`src/inc/gcc_defs.svh`:
```
`ifndef GCC_DEFS_SVH
`define GCC_DEFS_SVH
// API frame types
`define GCC_API_EXPL_TX 8'h11
`define GCC_API_EXPL_RX 8'h91
`define GCC_API_TX_STAT 8'h8B
// Cluster and profile identifiers, unknown 16-bit address
`define GCC_CLUSTER_GRP 16'h0006
`define GCC_CLUSTER_GRP_RSP 16'h8006
`define GCC_PROFILE 16'hC105
`define GCC_ADDR16_UNKNOWN 16'hFFFE
// Request byte offsets inside the API frame body
`define GCC_OFS_TYPE 5'h00
`define GCC_OFS_TAG 5'h01
`define GCC_OFS_ADDR_LO 5'h02
`define GCC_OFS_ADDR_HI 5'h0B
`define GCC_OFS_SRC_EP 5'h0C
`define GCC_OFS_DST_EP 5'h0D
`define GCC_OFS_CL_HI 5'h0E
`define GCC_OFS_CL_LO 5'h0F
`define GCC_OFS_PR_HI 5'h10
`define GCC_OFS_PR_LO 5'h11
`define GCC_OFS_ZCL 5'h14
// Cluster-library byte positions and lengths in the payload
`define GCC_ZCL_FC 3'h0
`define GCC_ZCL_SEQ 3'h1
`define GCC_ZCL_CMD 3'h2
`define GCC_ZCL_GLO 3'h3
`define GCC_ZCL_GHI 3'h4
`define GCC_ZCL_MAX 3'h7
`define GCC_ZCL_HDR_LEN 3'h3
`define GCC_ZCL_RMV_LEN 3'h5
// Frame control fields
`define GCC_FC_TYPE_HI 1
`define GCC_FC_TYPE_LO 0
`define GCC_FC_MFR_BIT 2
`define GCC_FC_DIR_BIT 3
`define GCC_FC_TYPE_CLUSTER 2'h1
`define GCC_FC_RSP_CLUSTER 8'h09
`define GCC_FC_RSP_GENERAL 8'h08
// Command identifiers
`define GCC_CMD_REMOVE_GRP 8'h03
`define GCC_CMD_REMOVE_ALL 8'h04
`define GCC_CMD_DEFAULT_RSP 8'h03
// Status codes
`define GCC_ST_SUCCESS 8'h00
`define GCC_ST_FAILURE 8'h01
`define GCC_ST_MALFORMED 8'h80
`define GCC_ST_BAD_CMD 8'h81
`define GCC_ST_BAD_TYPE 8'h82
`define GCC_ST_BAD_MFR 8'h84
`define GCC_ST_NOT_FOUND 8'h8B
// Reply layout
`define GCC_RPL_HDR_LEN 5'h12
`define GCC_RPL_OPTIONS 8'h00
`define GCC_STAT_LAST 5'h06
`define GCC_STAT_ZERO 8'h00
`define GCC_RLEN_REMOVE_ALL 3'h4
`define GCC_RLEN_REMOVE_GRP 3'h6
`define GCC_RLEN_DEFAULT 3'h5
// Group table
`define GCC_TBL_DEPTH 16
`define GCC_TBL_AW 4
`define GCC_TBL_LAST 4'hF
`define GCC_EP_RESERVED 8'h00
`endif

```
`src/inc/gcc_pkg.sv`:
```
`include "gcc_defs.svh"
`default_nettype none
package gcc_pkg;
  typedef enum logic [2:0] {
    GCC_RECV, GCC_DECIDE, GCC_SCAN_RD, GCC_SCAN_CK, GCC_REPLY, GCC_STATUS
  } gcc_state_t;

  typedef struct packed {
    logic valid;
    logic [7:0] ep;
    logic [15:0] gid;
  } gcc_entry_t;

  typedef struct packed {
    gcc_entry_t [`GCC_TBL_DEPTH-1:0] ent;
    gcc_entry_t rd;
  } gcc_tbl_regs_t;

  typedef struct packed {
    gcc_state_t st;
    logic [4:0] hcnt;
    logic [2:0] zlen;
    logic [7:0] ftype;
    logic [7:0] tag;
    logic [79:0] addr;
    logic [7:0] src_ep;
    logic [7:0] dst_ep;
    logic [15:0] cluster;
    logic [15:0] profile;
    logic [7:0] fc;
    logic [7:0] seq;
    logic [7:0] cmd;
    logic [7:0] glo;
    logic [7:0] ghi;
    logic [`GCC_TBL_AW-1:0] idx;
    logic found;
    logic [47:0] rz;
    logic [2:0] rlen;
    logic [4:0] ocnt;
    logic rx_ready;
    logic tx_valid;
    logic [7:0] tx_data;
    logic tx_last;
    logic add_ready;
  } gcc_regs_t;
endpackage : gcc_pkg
`default_nettype wire

```
`src/inc/gcc_tbl_if.sv`:
```
`include "gcc_defs.svh"
`default_nettype none
interface gcc_tbl_if;
  logic we;
  logic [`GCC_TBL_AW-1:0] waddr;
  gcc_pkg::gcc_entry_t wdata;
  logic [`GCC_TBL_AW-1:0] raddr;
  gcc_pkg::gcc_entry_t rdata;
  modport ctl (output we, output waddr, output wdata, output raddr, input rdata);
  modport mem (input we, input waddr, input wdata, input raddr, output rdata);
endinterface : gcc_tbl_if
`default_nettype wire

```
`src/hdl/gcc_cmd_handler.sv`:
```
`include "gcc_defs.svh"
`default_nettype none
module gcc_cmd_handler (
  input wire logic core_clk,
  input wire logic rst,
  input wire logic rx_valid,
  input wire logic [7:0] rx_data,
  input wire logic rx_last,
  output logic rx_ready,
  output logic tx_valid,
  output logic [7:0] tx_data,
  output logic tx_last,
  input wire logic tx_ready,
  input wire logic tx_room,
  input wire logic add_valid,
  input wire logic [`GCC_TBL_AW-1:0] add_index,
  input wire logic [7:0] add_ep,
  input wire logic [15:0] add_gid,
  output logic add_ready
);
  gcc_pkg::gcc_regs_t r_ff;
  gcc_pkg::gcc_regs_t nxt_r;
  gcc_tbl_if tbl ();

  gcc_group_table u_tbl (
    .core_clk(core_clk),
    .rst(rst),
    .port(tbl.mem)
  );

  function automatic logic [7:0] rpl_byte(input gcc_pkg::gcc_regs_t r, input logic [4:0] i);
    logic [7:0] b;
    int ofs;
    b = 8'h00;
    ofs = 0;
    if (i == 5'h00) begin
      b = `GCC_API_EXPL_RX;
    end else if (i <= 5'h0A) begin
      ofs = (10 - int'(i)) * 8;
      b = r.addr[ofs +: 8];
    end else if (i == 5'h0B) begin
      b = r.dst_ep;
    end else if (i == 5'h0C) begin
      b = r.src_ep;
    end else if (i == 5'h0D) begin
      b = 8'(`GCC_CLUSTER_GRP_RSP >> 8);
    end else if (i == 5'h0E) begin
      b = 8'(`GCC_CLUSTER_GRP_RSP);
    end else if (i == 5'h0F) begin
      b = 8'(`GCC_PROFILE >> 8);
    end else if (i == 5'h10) begin
      b = 8'(`GCC_PROFILE);
    end else if (i == 5'h11) begin
      b = `GCC_RPL_OPTIONS;
    end else begin
      ofs = 40 - (int'(i) - int'(`GCC_RPL_HDR_LEN)) * 8;
      b = r.rz[ofs +: 8];
    end
    return b;
  endfunction : rpl_byte

  function automatic logic [7:0] stat_byte(input gcc_pkg::gcc_regs_t r, input logic [4:0] i);
    logic [7:0] b;
    unique case (i)
      5'h00: b = `GCC_API_TX_STAT;
      5'h01: b = r.tag;
      5'h02: b = 8'(`GCC_ADDR16_UNKNOWN >> 8);
      5'h03: b = 8'(`GCC_ADDR16_UNKNOWN);
      default: b = `GCC_STAT_ZERO;
    endcase
    return b;
  endfunction : stat_byte

  function automatic logic [47:0] dflt_rsp(input gcc_pkg::gcc_regs_t r, input logic [7:0] code);
    return {`GCC_FC_RSP_GENERAL, r.seq, `GCC_CMD_DEFAULT_RSP, r.cmd, code, 8'h00};
  endfunction : dflt_rsp

  always_comb begin
    logic [7:0] fc;
    logic [4:0] last;
    logic match;
    fc = r_ff.fc;
    last = 5'h00;
    match = 1'b0;
    nxt_r = r_ff;
    tbl.we = 1'b0;
    tbl.waddr = add_index;
    tbl.wdata = '{valid: 1'b1, ep: add_ep, gid: add_gid};
    tbl.raddr = r_ff.idx;
    // Table loads only while no scan can write the same array
    if (add_valid && r_ff.add_ready) begin
      tbl.we = 1'b1;
    end
    unique case (r_ff.st)
      gcc_pkg::GCC_RECV: begin
        if (rx_valid && r_ff.rx_ready) begin
          if (r_ff.hcnt == `GCC_OFS_TYPE) begin
            nxt_r.zlen = 3'h0;
            nxt_r.fc = 8'h00;
            nxt_r.seq = 8'h00;
            nxt_r.cmd = 8'h00;
            nxt_r.glo = 8'h00;
            nxt_r.ghi = 8'h00;
            nxt_r.ftype = rx_data;
          end else if (r_ff.hcnt == `GCC_OFS_TAG) begin
            nxt_r.tag = rx_data;
          end else if (r_ff.hcnt <= `GCC_OFS_ADDR_HI) begin
            nxt_r.addr = {r_ff.addr[71:0], rx_data};
          end else if (r_ff.hcnt == `GCC_OFS_SRC_EP) begin
            nxt_r.src_ep = rx_data;
          end else if (r_ff.hcnt == `GCC_OFS_DST_EP) begin
            nxt_r.dst_ep = rx_data;
          end else if (r_ff.hcnt <= `GCC_OFS_CL_LO) begin
            nxt_r.cluster = {r_ff.cluster[7:0], rx_data};
          end else if (r_ff.hcnt <= `GCC_OFS_PR_LO) begin
            nxt_r.profile = {r_ff.profile[7:0], rx_data};
          end
          if (r_ff.hcnt < `GCC_OFS_ZCL) begin
            nxt_r.hcnt = r_ff.hcnt + 5'h01;
          end else begin
            unique case (r_ff.zlen)
              `GCC_ZCL_FC: nxt_r.fc = rx_data;
              `GCC_ZCL_SEQ: nxt_r.seq = rx_data;
              `GCC_ZCL_CMD: nxt_r.cmd = rx_data;
              `GCC_ZCL_GLO: nxt_r.glo = rx_data;
              `GCC_ZCL_GHI: nxt_r.ghi = rx_data;
              default: ;
            endcase
            if (r_ff.zlen != `GCC_ZCL_MAX) begin
              nxt_r.zlen = r_ff.zlen + 3'h1;
            end
          end
          if (rx_last) begin
            nxt_r.st = gcc_pkg::GCC_DECIDE;
          end
        end
      end
      gcc_pkg::GCC_DECIDE: begin
        nxt_r.hcnt = 5'h00;
        nxt_r.idx = '0;
        nxt_r.found = 1'b0;
        nxt_r.ocnt = 5'h00;
        nxt_r.rlen = `GCC_RLEN_DEFAULT;
        nxt_r.st = gcc_pkg::GCC_REPLY;
        // Frames for other clusters are not ours; dropped without reply
        if (r_ff.hcnt != `GCC_OFS_ZCL || r_ff.ftype != `GCC_API_EXPL_TX ||
            r_ff.cluster != `GCC_CLUSTER_GRP || r_ff.profile != `GCC_PROFILE) begin
          nxt_r.st = gcc_pkg::GCC_RECV;
        end else if (r_ff.zlen < `GCC_ZCL_HDR_LEN) begin
          nxt_r.rz = dflt_rsp(r_ff, `GCC_ST_MALFORMED);
        end else if (fc[`GCC_FC_TYPE_HI:`GCC_FC_TYPE_LO] != `GCC_FC_TYPE_CLUSTER) begin
          nxt_r.rz = dflt_rsp(r_ff, `GCC_ST_BAD_TYPE);
        end else if (fc[`GCC_FC_MFR_BIT]) begin
          nxt_r.rz = dflt_rsp(r_ff, `GCC_ST_BAD_MFR);
        end else if (fc[`GCC_FC_DIR_BIT]) begin
          nxt_r.rz = dflt_rsp(r_ff, `GCC_ST_BAD_CMD);
        end else if (r_ff.cmd != `GCC_CMD_REMOVE_ALL && r_ff.cmd != `GCC_CMD_REMOVE_GRP) begin
          nxt_r.rz = dflt_rsp(r_ff, `GCC_ST_BAD_CMD);
        end else if (r_ff.cmd == `GCC_CMD_REMOVE_GRP && r_ff.zlen < `GCC_ZCL_RMV_LEN) begin
          nxt_r.rz = dflt_rsp(r_ff, `GCC_ST_MALFORMED);
        end else if (r_ff.dst_ep == `GCC_EP_RESERVED) begin
          // Reserved endpoint owns no groups; removal is refused
          nxt_r.rz = dflt_rsp(r_ff, `GCC_ST_FAILURE);
        end else begin
          nxt_r.st = gcc_pkg::GCC_SCAN_RD;
        end
      end
      gcc_pkg::GCC_SCAN_RD: begin
        nxt_r.st = gcc_pkg::GCC_SCAN_CK;
      end
      gcc_pkg::GCC_SCAN_CK: begin
        match = tbl.rdata.valid && tbl.rdata.ep == r_ff.dst_ep &&
                (r_ff.cmd == `GCC_CMD_REMOVE_ALL ||
                 tbl.rdata.gid == {r_ff.ghi, r_ff.glo});
        if (match) begin
          tbl.we = 1'b1;
          tbl.waddr = r_ff.idx;
          tbl.wdata = '0;
          nxt_r.found = 1'b1;
        end
        if (r_ff.idx == `GCC_TBL_LAST) begin
          nxt_r.st = gcc_pkg::GCC_REPLY;
          if (r_ff.cmd == `GCC_CMD_REMOVE_ALL) begin
            nxt_r.rz = {`GCC_FC_RSP_CLUSTER, r_ff.seq, r_ff.cmd,
                        `GCC_ST_SUCCESS, 16'h0000};
            nxt_r.rlen = `GCC_RLEN_REMOVE_ALL;
          end else if (match || r_ff.found) begin
            nxt_r.rz = {`GCC_FC_RSP_CLUSTER, r_ff.seq, r_ff.cmd,
                        `GCC_ST_SUCCESS, r_ff.glo, r_ff.ghi};
            nxt_r.rlen = `GCC_RLEN_REMOVE_GRP;
          end else begin
            nxt_r.rz = dflt_rsp(r_ff, `GCC_ST_NOT_FOUND);
            nxt_r.rlen = `GCC_RLEN_DEFAULT;
          end
        end else begin
          nxt_r.idx = r_ff.idx + 4'h1;
          nxt_r.st = gcc_pkg::GCC_SCAN_RD;
        end
      end
      gcc_pkg::GCC_REPLY, gcc_pkg::GCC_STATUS: begin
        if (r_ff.st == gcc_pkg::GCC_REPLY) begin
          last = 5'(`GCC_RPL_HDR_LEN + 5'(r_ff.rlen) - 5'h01);
        end else begin
          last = `GCC_STAT_LAST;
        end
        if (!r_ff.tx_valid || tx_ready) begin
          if (r_ff.ocnt <= last) begin
            nxt_r.tx_valid = 1'b1;
            nxt_r.tx_last = (r_ff.ocnt == last);
            nxt_r.tx_data = (r_ff.st == gcc_pkg::GCC_REPLY) ? rpl_byte(r_ff, r_ff.ocnt) :
                            stat_byte(r_ff, r_ff.ocnt);
            nxt_r.ocnt = r_ff.ocnt + 5'h01;
          end else begin
            // Last byte accepted; only now may the status frame follow
            nxt_r.tx_valid = 1'b0;
            nxt_r.tx_last = 1'b0;
            nxt_r.ocnt = 5'h00;
            if (r_ff.st == gcc_pkg::GCC_REPLY && r_ff.tag != 8'h00 && tx_room) begin
              nxt_r.st = gcc_pkg::GCC_STATUS;
            end else begin
              nxt_r.st = gcc_pkg::GCC_RECV;
            end
          end
        end
      end
      default: nxt_r.st = gcc_pkg::GCC_RECV;
    endcase
    nxt_r.rx_ready = (nxt_r.st == gcc_pkg::GCC_RECV);
    nxt_r.add_ready = (nxt_r.st != gcc_pkg::GCC_SCAN_RD) && (nxt_r.st != gcc_pkg::GCC_SCAN_CK);
  end

  always_ff @(posedge core_clk) begin
    if (rst) begin
      r_ff <= '0;
    end else begin
      r_ff <= nxt_r;
    end
  end

  assign rx_ready = r_ff.rx_ready;
  assign tx_valid = r_ff.tx_valid;
  assign tx_data = r_ff.tx_data;
  assign tx_last = r_ff.tx_last;
  assign add_ready = r_ff.add_ready;
endmodule : gcc_cmd_handler
`default_nettype wire

```
`src/hdl/gcc_group_table.sv`:
```
`include "gcc_defs.svh"
`default_nettype none
module gcc_group_table (
  input wire logic core_clk,
  input wire logic rst,
  gcc_tbl_if.mem port
);
  gcc_pkg::gcc_tbl_regs_t r_ff;
  gcc_pkg::gcc_tbl_regs_t nxt_r;

  // Read returns old contents on a same-address write
  always_comb begin
    nxt_r = r_ff;
    nxt_r.rd = r_ff.ent[port.raddr];
    if (port.we) begin
      nxt_r.ent[port.waddr] = port.wdata;
    end
  end

  always_ff @(posedge core_clk) begin
    if (rst) begin
      r_ff <= '0;
    end else begin
      r_ff <= nxt_r;
    end
  end

  assign port.rdata = r_ff.rd;
endmodule : gcc_group_table
`default_nettype wire

```
`config.mk`:
```
export PLATFORM = sky130hd
export DESIGN_NAME = gcc_cmd_handler
export DESIGN_NICKNAME = d
export VERILOG_FILES = /design/src/inc/gcc_pkg.sv /design/src/inc/gcc_tbl_if.sv /design/src/hdl/gcc_cmd_handler.sv /design/src/hdl/gcc_group_table.sv
export VERILOG_INCLUDE_DIRS = /design/src /design/src/inc
export SDC_FILE = /design/constraint.sdc
export NUM_CORES = 1
export LEC_CHECK = 0
export BUFFER_PORTS_ARGS = -buffer_cell sky130_fd_sc_hd__buf_4
export CORE_AREA = 5 5 277 279
export CTS_CLUSTER_SIZE = 8
export DETAILED_ROUTE_END_ITERATION = 8
export DIE_AREA = 0 0 282 284
export GPL_ROUTABILITY_DRIVEN = 0
export PLACE_DENSITY_LB_ADDON = 0.12
export SYNTH_ARGS = -nofsm -noshare
export SYNTH_HDL_FRONTEND = slang
export SYNTH_SLANG_ARGS = --single-unit
```
`constraint.sdc`:
```
create_clock -name core_clk -period 9.4 [get_ports core_clk]
set_input_delay 0.47 -clock core_clk [delete_from_list [all_inputs] [get_ports core_clk]]
set_output_delay 0.47 -clock core_clk [all_outputs]
set_load 0.1 [all_outputs]
```
==> flow_metrics.tcl, run 1 <==
set metrics [dict create \
    ys_seq_elements 683 \
    syn_nets 3150 \
    synthToLayoutAreaGrowth_pct 11.6 \
    syn_inst 3082 \
    wl_per_cell_um 21.1 \
    drv_slew 0 \
    cts_root_buf "clkbuf_16" \
    layout.nets 3058 \
    core_area_um2 73900 \
    routed_wl_mm 83.9 \
    leakage_nw 10.9 \
    power.density_nw_per_um2 190 \
    synth_edf_count 0 \
    worstSkewPairLatency_ps 660 \
    r2r-end "tx_data[6]" \
    drive_gt1_frac 0.128 \
    synthXorXnorAreaFrac 0.00988 \
    die-height_um 284 \
    synth-seq-area-share 0.467 \
    cts.clk_slew.worst_paths_ps 50 \
    clock_skew_ps 53.9 \
    clockBufferDepth 3 \
    synth_compound_area_frac 0.123 \
    maxClockFrequency_ghz 0.259 \
    synth_top_area_cell "dfxtp_1" \
    slew_headroom 0.239 \
    ioPinCount 55 \
    irDropWorstVdd_mv 0.165 \
    via_count 22494 \
    rr_startpoint "r_ff[13]" \
    dp_hpwl_mm 50.3 \
    dpl_cell_area_um2 30100 \
    cp-start-kind "flop" \
    grt_start_max_net_pins 237 \
    max_stage_delay_ps 910 \
    timing.critical_path.cells "inv_1, ha_1, nor2_1, o21ai_0, nor4bb_1, o21ai_0, a2111oi_0, o21ai_0, a21oi_1" \
    syn_area_um2 29300 \
    finalCriticalPeriod_ps 3860 \
    worstMarginPinSlew_ps 1140 \
    cts_tree "built" \
    final_area_um2 32700 \
    tns_ps 0 \
    numCtsBuffers 95 \
    avgSynthCellArea_um2 9.50 \
    yosys-top-cells-area "dfxtp_1 47%, mux4_2 11%, mux2i_1 6.3%" \
    setup_viol 0 \
    rsz0062_at_grt "no" \
    r2r_setup_slack_ps 5540 \
    synth_top_flop_cell "dfxtp_1" \
    crit_end "tx_data[6]" \
    cp_slowest_cell "dfxtp_1" \
    yosys.area_share.simple 0.171 \
    worst-r2r-cell-count 9 \
    grt_pass1_vias 21764 \
    grt_pass1_wl_mm 130 \
    hold_violations 0 \
    portBuffers 54 \
    antenna_left 0 \
    cp-end-kind "flop" \
    maxCapViolations 0 \
    period_share 0.410 \
    dr.first_iter.drc_count 1836 \
    drc 0 \
    htreeDepth 3 \
    arrival_ps 4420 \
    die_area_um2 80100 \
    synth_commonest_cells "683 x dfxtp_1, 397 x nand2_1, 312 x nand3_1" \
    antenna_cells 0 \
    vias_per_cell 5.67 \
    critPathKind "flop to flop" \
    synth.distinct_cells 79 \
    synth_top_family_by_area "multiplexers" \
    hold_buffers 0 \
    fp.dieW_um 282 \
    yosysMostFrequentCell "dfxtp_1" \
    drt_first_pass_iters 5 \
    critPathRequiredTime_ps 9970 \
    cp_max_fo 19 \
    status "finished clean" \
    hp-class "input port to flop" \
    initial_core_util 0.396 \
    cts.sink_count 683 \
    grt_use_total 0.205 \
    synth_top_area_share 0.467 \
    critPathLaunch "r_ff[13]" \
    antenna_found_initial 0 \
    synthMuxAreaShare 0.173 \
    cts_resized 0 \
    cts_setup_buffers 0 \
    async_flop_share 0 \
    gr-total-overflow 0 \
    synth-adder-area-share 0.0107 \
    crit_top_cell "o21ai_0" \
    yosysWarnings 0 \
    rows 100 \
]
## how the worst min path moves through the flow
| stage | from | endpoint | cells after the start | slack (ps) |
|---|---|---|---|---|
| detailed placement | u_tbl.r_ff[67] | u_tbl.r_ff[67] | 2 | 450 |
| finish | rx_last | r_ff[265] | 3 | 160 |
| global placement | r_ff[234] | r_ff[234] | 2 | 440 |
| CTS | rx_last | r_ff[265] | 3 | 100 |
| floorplan | r_ff[31] | r_ff[31] | 2 | 410 |
| global route | rx_last | r_ff[265] | 3 | 140 |
## registers in the layout, indices dropped and copies added (netlist names)
name              count
tx_data               8
tx_valid              1
add_ready             1
u_tbl.port.rdata     25
tbl.raddr             4
r_ff                242
tx_last               1
rx_ready              1
u_tbl.r_ff          400
## metrics by stage
stage / std cells / hold WS [ps] / total power [W] / setup slack [ps] / utilization
2_1_floorplan: 3082 / 411 / 0.00312 / 6430 / -
4_1_cts: 3967 / 101 / 0.00628 / 5600 / 0.442
6_report: 3967 / 157 / 0.00620 / 5540 / 0.442
5_1_grt: 3967 / 136 / 0.00641 / 5250 / 0.442
3_5_place_dp: 3862 / 446 / 0.00319 / 5610 / 0.407
3_3_place_gp: 3862 / 438 / 0.00319 / 5650 / 0.407
## layout by cell type, fill, tap and decap left out, types with 6 or more instances in the layout
cell type	netlist	final
dfxtp_1	683	678
nor3_1	30	29
mux2_2	8	8
buf_4	11	88
o21ai_1	180	180
and3_1	9	9
a22o_1	16	16
and2_1	31	31
nand3_1	312	312
a21oi_1	162	162
a31oi_1	8	8
xnor2_1	27	27
xor2_1	6	6
a221oi_1	6	6
a22oi_1	44	44
nand4_1	17	17
nand2b_1	12	12
mux2i_1	184	172
o31ai_1	6	6
mux4_2	139	139
ha_1	25	25
o41ai_1	6	6
nor4_1	14	14
inv_1	20	20
nand2_1	397	397
o21ai_0	145	145
clkbuf_16	0	95
nor2b_1	10	10
a21o_1	7	7
mux2i_4	0	12
nor2_1	188	187
a211oi_1	11	11
or3_1	11	10
## per-layer routing
metal  global-route usage  vias up  share of wire
met5                    0        -              0
met4               0.0629        0          0.026
met3               0.0308      138          0.047
met2                0.332      535           0.47
met1                0.285    11014           0.46
li1                     -    10807              -
## worst max-delay path: cells and delay by family, from the launching register on
kind	cells	cell delay, ps
and+or+nand+nor	2	480
DFF	1	910
AOI/OAI and AO/OA	5	1320
buffers and inverters	1	330
adders and majority gates	1	730
## area by class of cell
| class | instances | area (µm²) |
|---|---|---|
| fillers | 7043 | 41300 |
| multi-input cells | 2099 | 14400 |
| flip-flops and latches | 683 | 13700 |
| clock buffers | 97 | 2390 |
| well taps | 969 | 1210 |
| repair buffers | 90 | 694 |
| clock inverters | 8 | 160 |
| inverters | 21 | 86.3 |
## where the power goes
part	switching (W)	internal (W)	leakage, nW
clock network	0.00127	0.00180	1.25
registers	0.0000115	0.00292	5.51
logic	0.000156	0.0000469	4.14
## kinds of logic (layout without fill, tap and decap cells)
| kind of cell | Yosys count | after routing |
|---|---|---|
| fa+ha+maj | 25 | 25 |
| compound gates | 633 | 633 |
| xor+xnor | 33 | 33 |
| flops | 683 | 683 |
| simple gates | 1077 | 1077 |
| mux | 331 | 331 |
| buf+inv | 300 | 216 |
Power figures use the tool's default switching activity.
==> run 2, diff against run 1 <==
==> constraint.sdc (replaced) <==
create_clock -name core_clk -period 4 [get_ports core_clk]
set_input_delay 0.2 -clock core_clk [delete_from_list [all_inputs] [get_ports core_clk]]
set_output_delay 0.2 -clock core_clk [all_outputs]
set_load 0.1 [all_outputs]
==> run 2 against run 1 <==
  * Cell count grew 1.1%
  * Critical path type unchanged
  * Sequential power increased by 140%
  * Clock power up 130%
  * Non-clock buffer count up 42
  * Design area up 1.6%
  * Largest power group unchanged
==> flow_metrics.tcl, run 2 (synthesized netlist as in run 1, its figures left out) <==
set metrics [dict create \
    status "finished clean" \
    maxClockFrequency_ghz 0.292 \
    hp-class "input port to flop" \
    drive_gt1_frac 0.134 \
    cts.sink_count 683 \
    crit_end "tx_data[5]" \
    arrival_ps 3940 \
    vias_per_cell 5.63 \
    r2r-end "tx_data[5]" \
    hold_violations 0 \
    fillCellCount 7019 \
    setup_viol 0 \
    fin_util 0.449 \
    power.density_nw_per_um2 437 \
    max_stage_delay_ps 480 \
    swShare 0.228 \
    numCtsBuffers 95 \
    grt_pass1_wl_mm 133 \
    ioPinCount 55 \
    power_frac_comb 0.035 \
    finalCriticalPeriod_ps 3420 \
    grt_use_total 0.210 \
    dpl_cell_area_um2 30500 \
    multi_input_area_um2 14400 \
    tns_ps 0 \
    largest_register_ffs 400 \
    p_seq_frac 0.475 \
    htreeDepth 3 \
    wl_per_cell_um 21.3 \
    fp.dieW_um 282 \
    routed_wl_mm 85.4 \
    grt_start_max_net_pins 107 \
    final_cell_mix "678 x dfxtp_1, 397 x nand2_1, 312 x nand3_1, 187 x nor2_1, 180 x o21ai_1" \
    die_area_um2 80100 \
    p_clk_frac 0.490 \
    layout_commonest_cell "dfxtp_1" \
    cts.clk_slew.worst_paths_ps 50 \
    regArea_um2 13700 \
    layout.nets 3100 \
    via_count 22587 \
    cp_slowest_cell "nor2b_1" \
    worstMarginPinSlew_ps 1260 \
    grt_pass1_vias 22245 \
    critPathRequiredTime_ps 4530 \
    p_sw_w 0.00331 \
    drv_slew 0 \
    irDropWorstVdd_mv 0.361 \
    timing.critical_path.cells "nor2b_1, and2_1, inv_1, nor2_1, ha_1, a21o_1, a21o_1, a211oi_1, or2_2, and2_1, o21ai_0, o221a_2" \
    cts_tree "built" \
    r2r_setup_slack_ps 580 \
    antenna_left 0 \
    cts_setup_buffers 0 \
    antenna_found_initial 2 \
    clock_skew_ps 36.4 \
    cp_max_fo 9 \
    leakage_nw 11.2 \
    slew_headroom 0.160 \
    synthToLayoutAreaGrowth_pct 13.4 \
    final_area_um2 33200 \
    cp-start-kind "flop" \
    dp_hpwl_mm 52.8 \
    clockBufferDepth 3 \
    regMostFlops "u_tbl.r_ff" \
    worst-r2r-cell-count 12 \
    rr_startpoint "r_ff[267]" \
    p_int_w 0.0112 \
    rows 100 \
    gr-total-overflow 0 \
    drt_first_pass_iters 5 \
    drc 0 \
    critPathKind "flop to flop" \
    cp-end-kind "flop" \
    period_share 0.855 \
    cts_resized 0 \
    worstSkewPairLatency_ps 650 \
    die-height_um 284 \
    maxCapViolations 0 \
    initial_core_util 0.396 \
    dr.first_iter.drc_count 1638 \
    core_area_um2 73900 \
    cts_root_buf "clkbuf_16" \
    hold_buffers 15 \
    rsz0062_at_grt "no" \
    portBuffers 54 \
    critPathLaunch "r_ff[267]" \
]
run 2: how the worst min path moves through the flow:
| stage | start | endpoint | cells after the start |
|---|---|---|---|
| floorplan | rx_data[1] | r_ff[82] | 2 |
| global route | add_index[2] | u_tbl.r_ff[224] | 3 |
| CTS | add_valid | u_tbl.r_ff[424] | 3 |
| finish | add_index[2] | u_tbl.r_ff[224] | 3 |
| detailed placement | r_ff[36] | r_ff[36] | 2 |
| global placement | r_ff[42] | r_ff[42] | 2 |
run 2: routing by layer:
layer	GRT usage	share of wire	vias up
li1	-	-	10895
met1	0.294	0.46	11012
met2	0.338	0.46	541
met3	0.0360	0.048	139
met4	0.0584	0.027	0
met5	0	0	-
run 2: power by group through the flow:
stage | Sequential [W] | Combinational (W) | Clock, W
after floorplan | 0.00702 | 0.000306 | 0
after global placement | 0.00702 | 0.000490 | 0
after detailed placement | 0.00702 | 0.000497 | 0
after CTS | 0.00688 | 0.000508 | 0.00731
after global routing | 0.00688 | 0.000549 | 0.00759
final | 0.00689 | 0.000506 | 0.00712
run 2: critical path: cells and delay by family, from the launching register on:
family / cells / cell delay (ps)
AND/OR/NAND/NOR: 5 / 1410
adder cells (fa/ha/maj): 1 / 250
AO/OA/AOI/OAI: 5 / 1100
flip-flops: 1 / 430
buffers and inverters: 1 / 140
run 2: cell type report:
type,count,area share
flip-flops and latches,683,0.412
well taps,969,0.0365
clock inverters,6,0.00419
diodes,1,0.0000754
clock buffers,101,0.0723
multi-input cells,2099,0.435
repair buffers,132,0.0372
inverters,21,0.00260
run 2: through the flow:
| step | hold WS (ps) | std cells | setup slack, ps | total power, W |
|---|---|---|---|---|
| floorplan | 363 | 3082 | 1030 | 0.00733 |
| global placement | 436 | 3889 | 575 | 0.00751 |
| detailed placement | 445 | 3889 | 535 | 0.00752 |
| CTS | 2.64 | 4011 | 527 | 0.0147 |
| global route | 56.7 | 4011 | 338 | 0.0150 |
| finish | 43.0 | 4012 | 580 | 0.0145 |
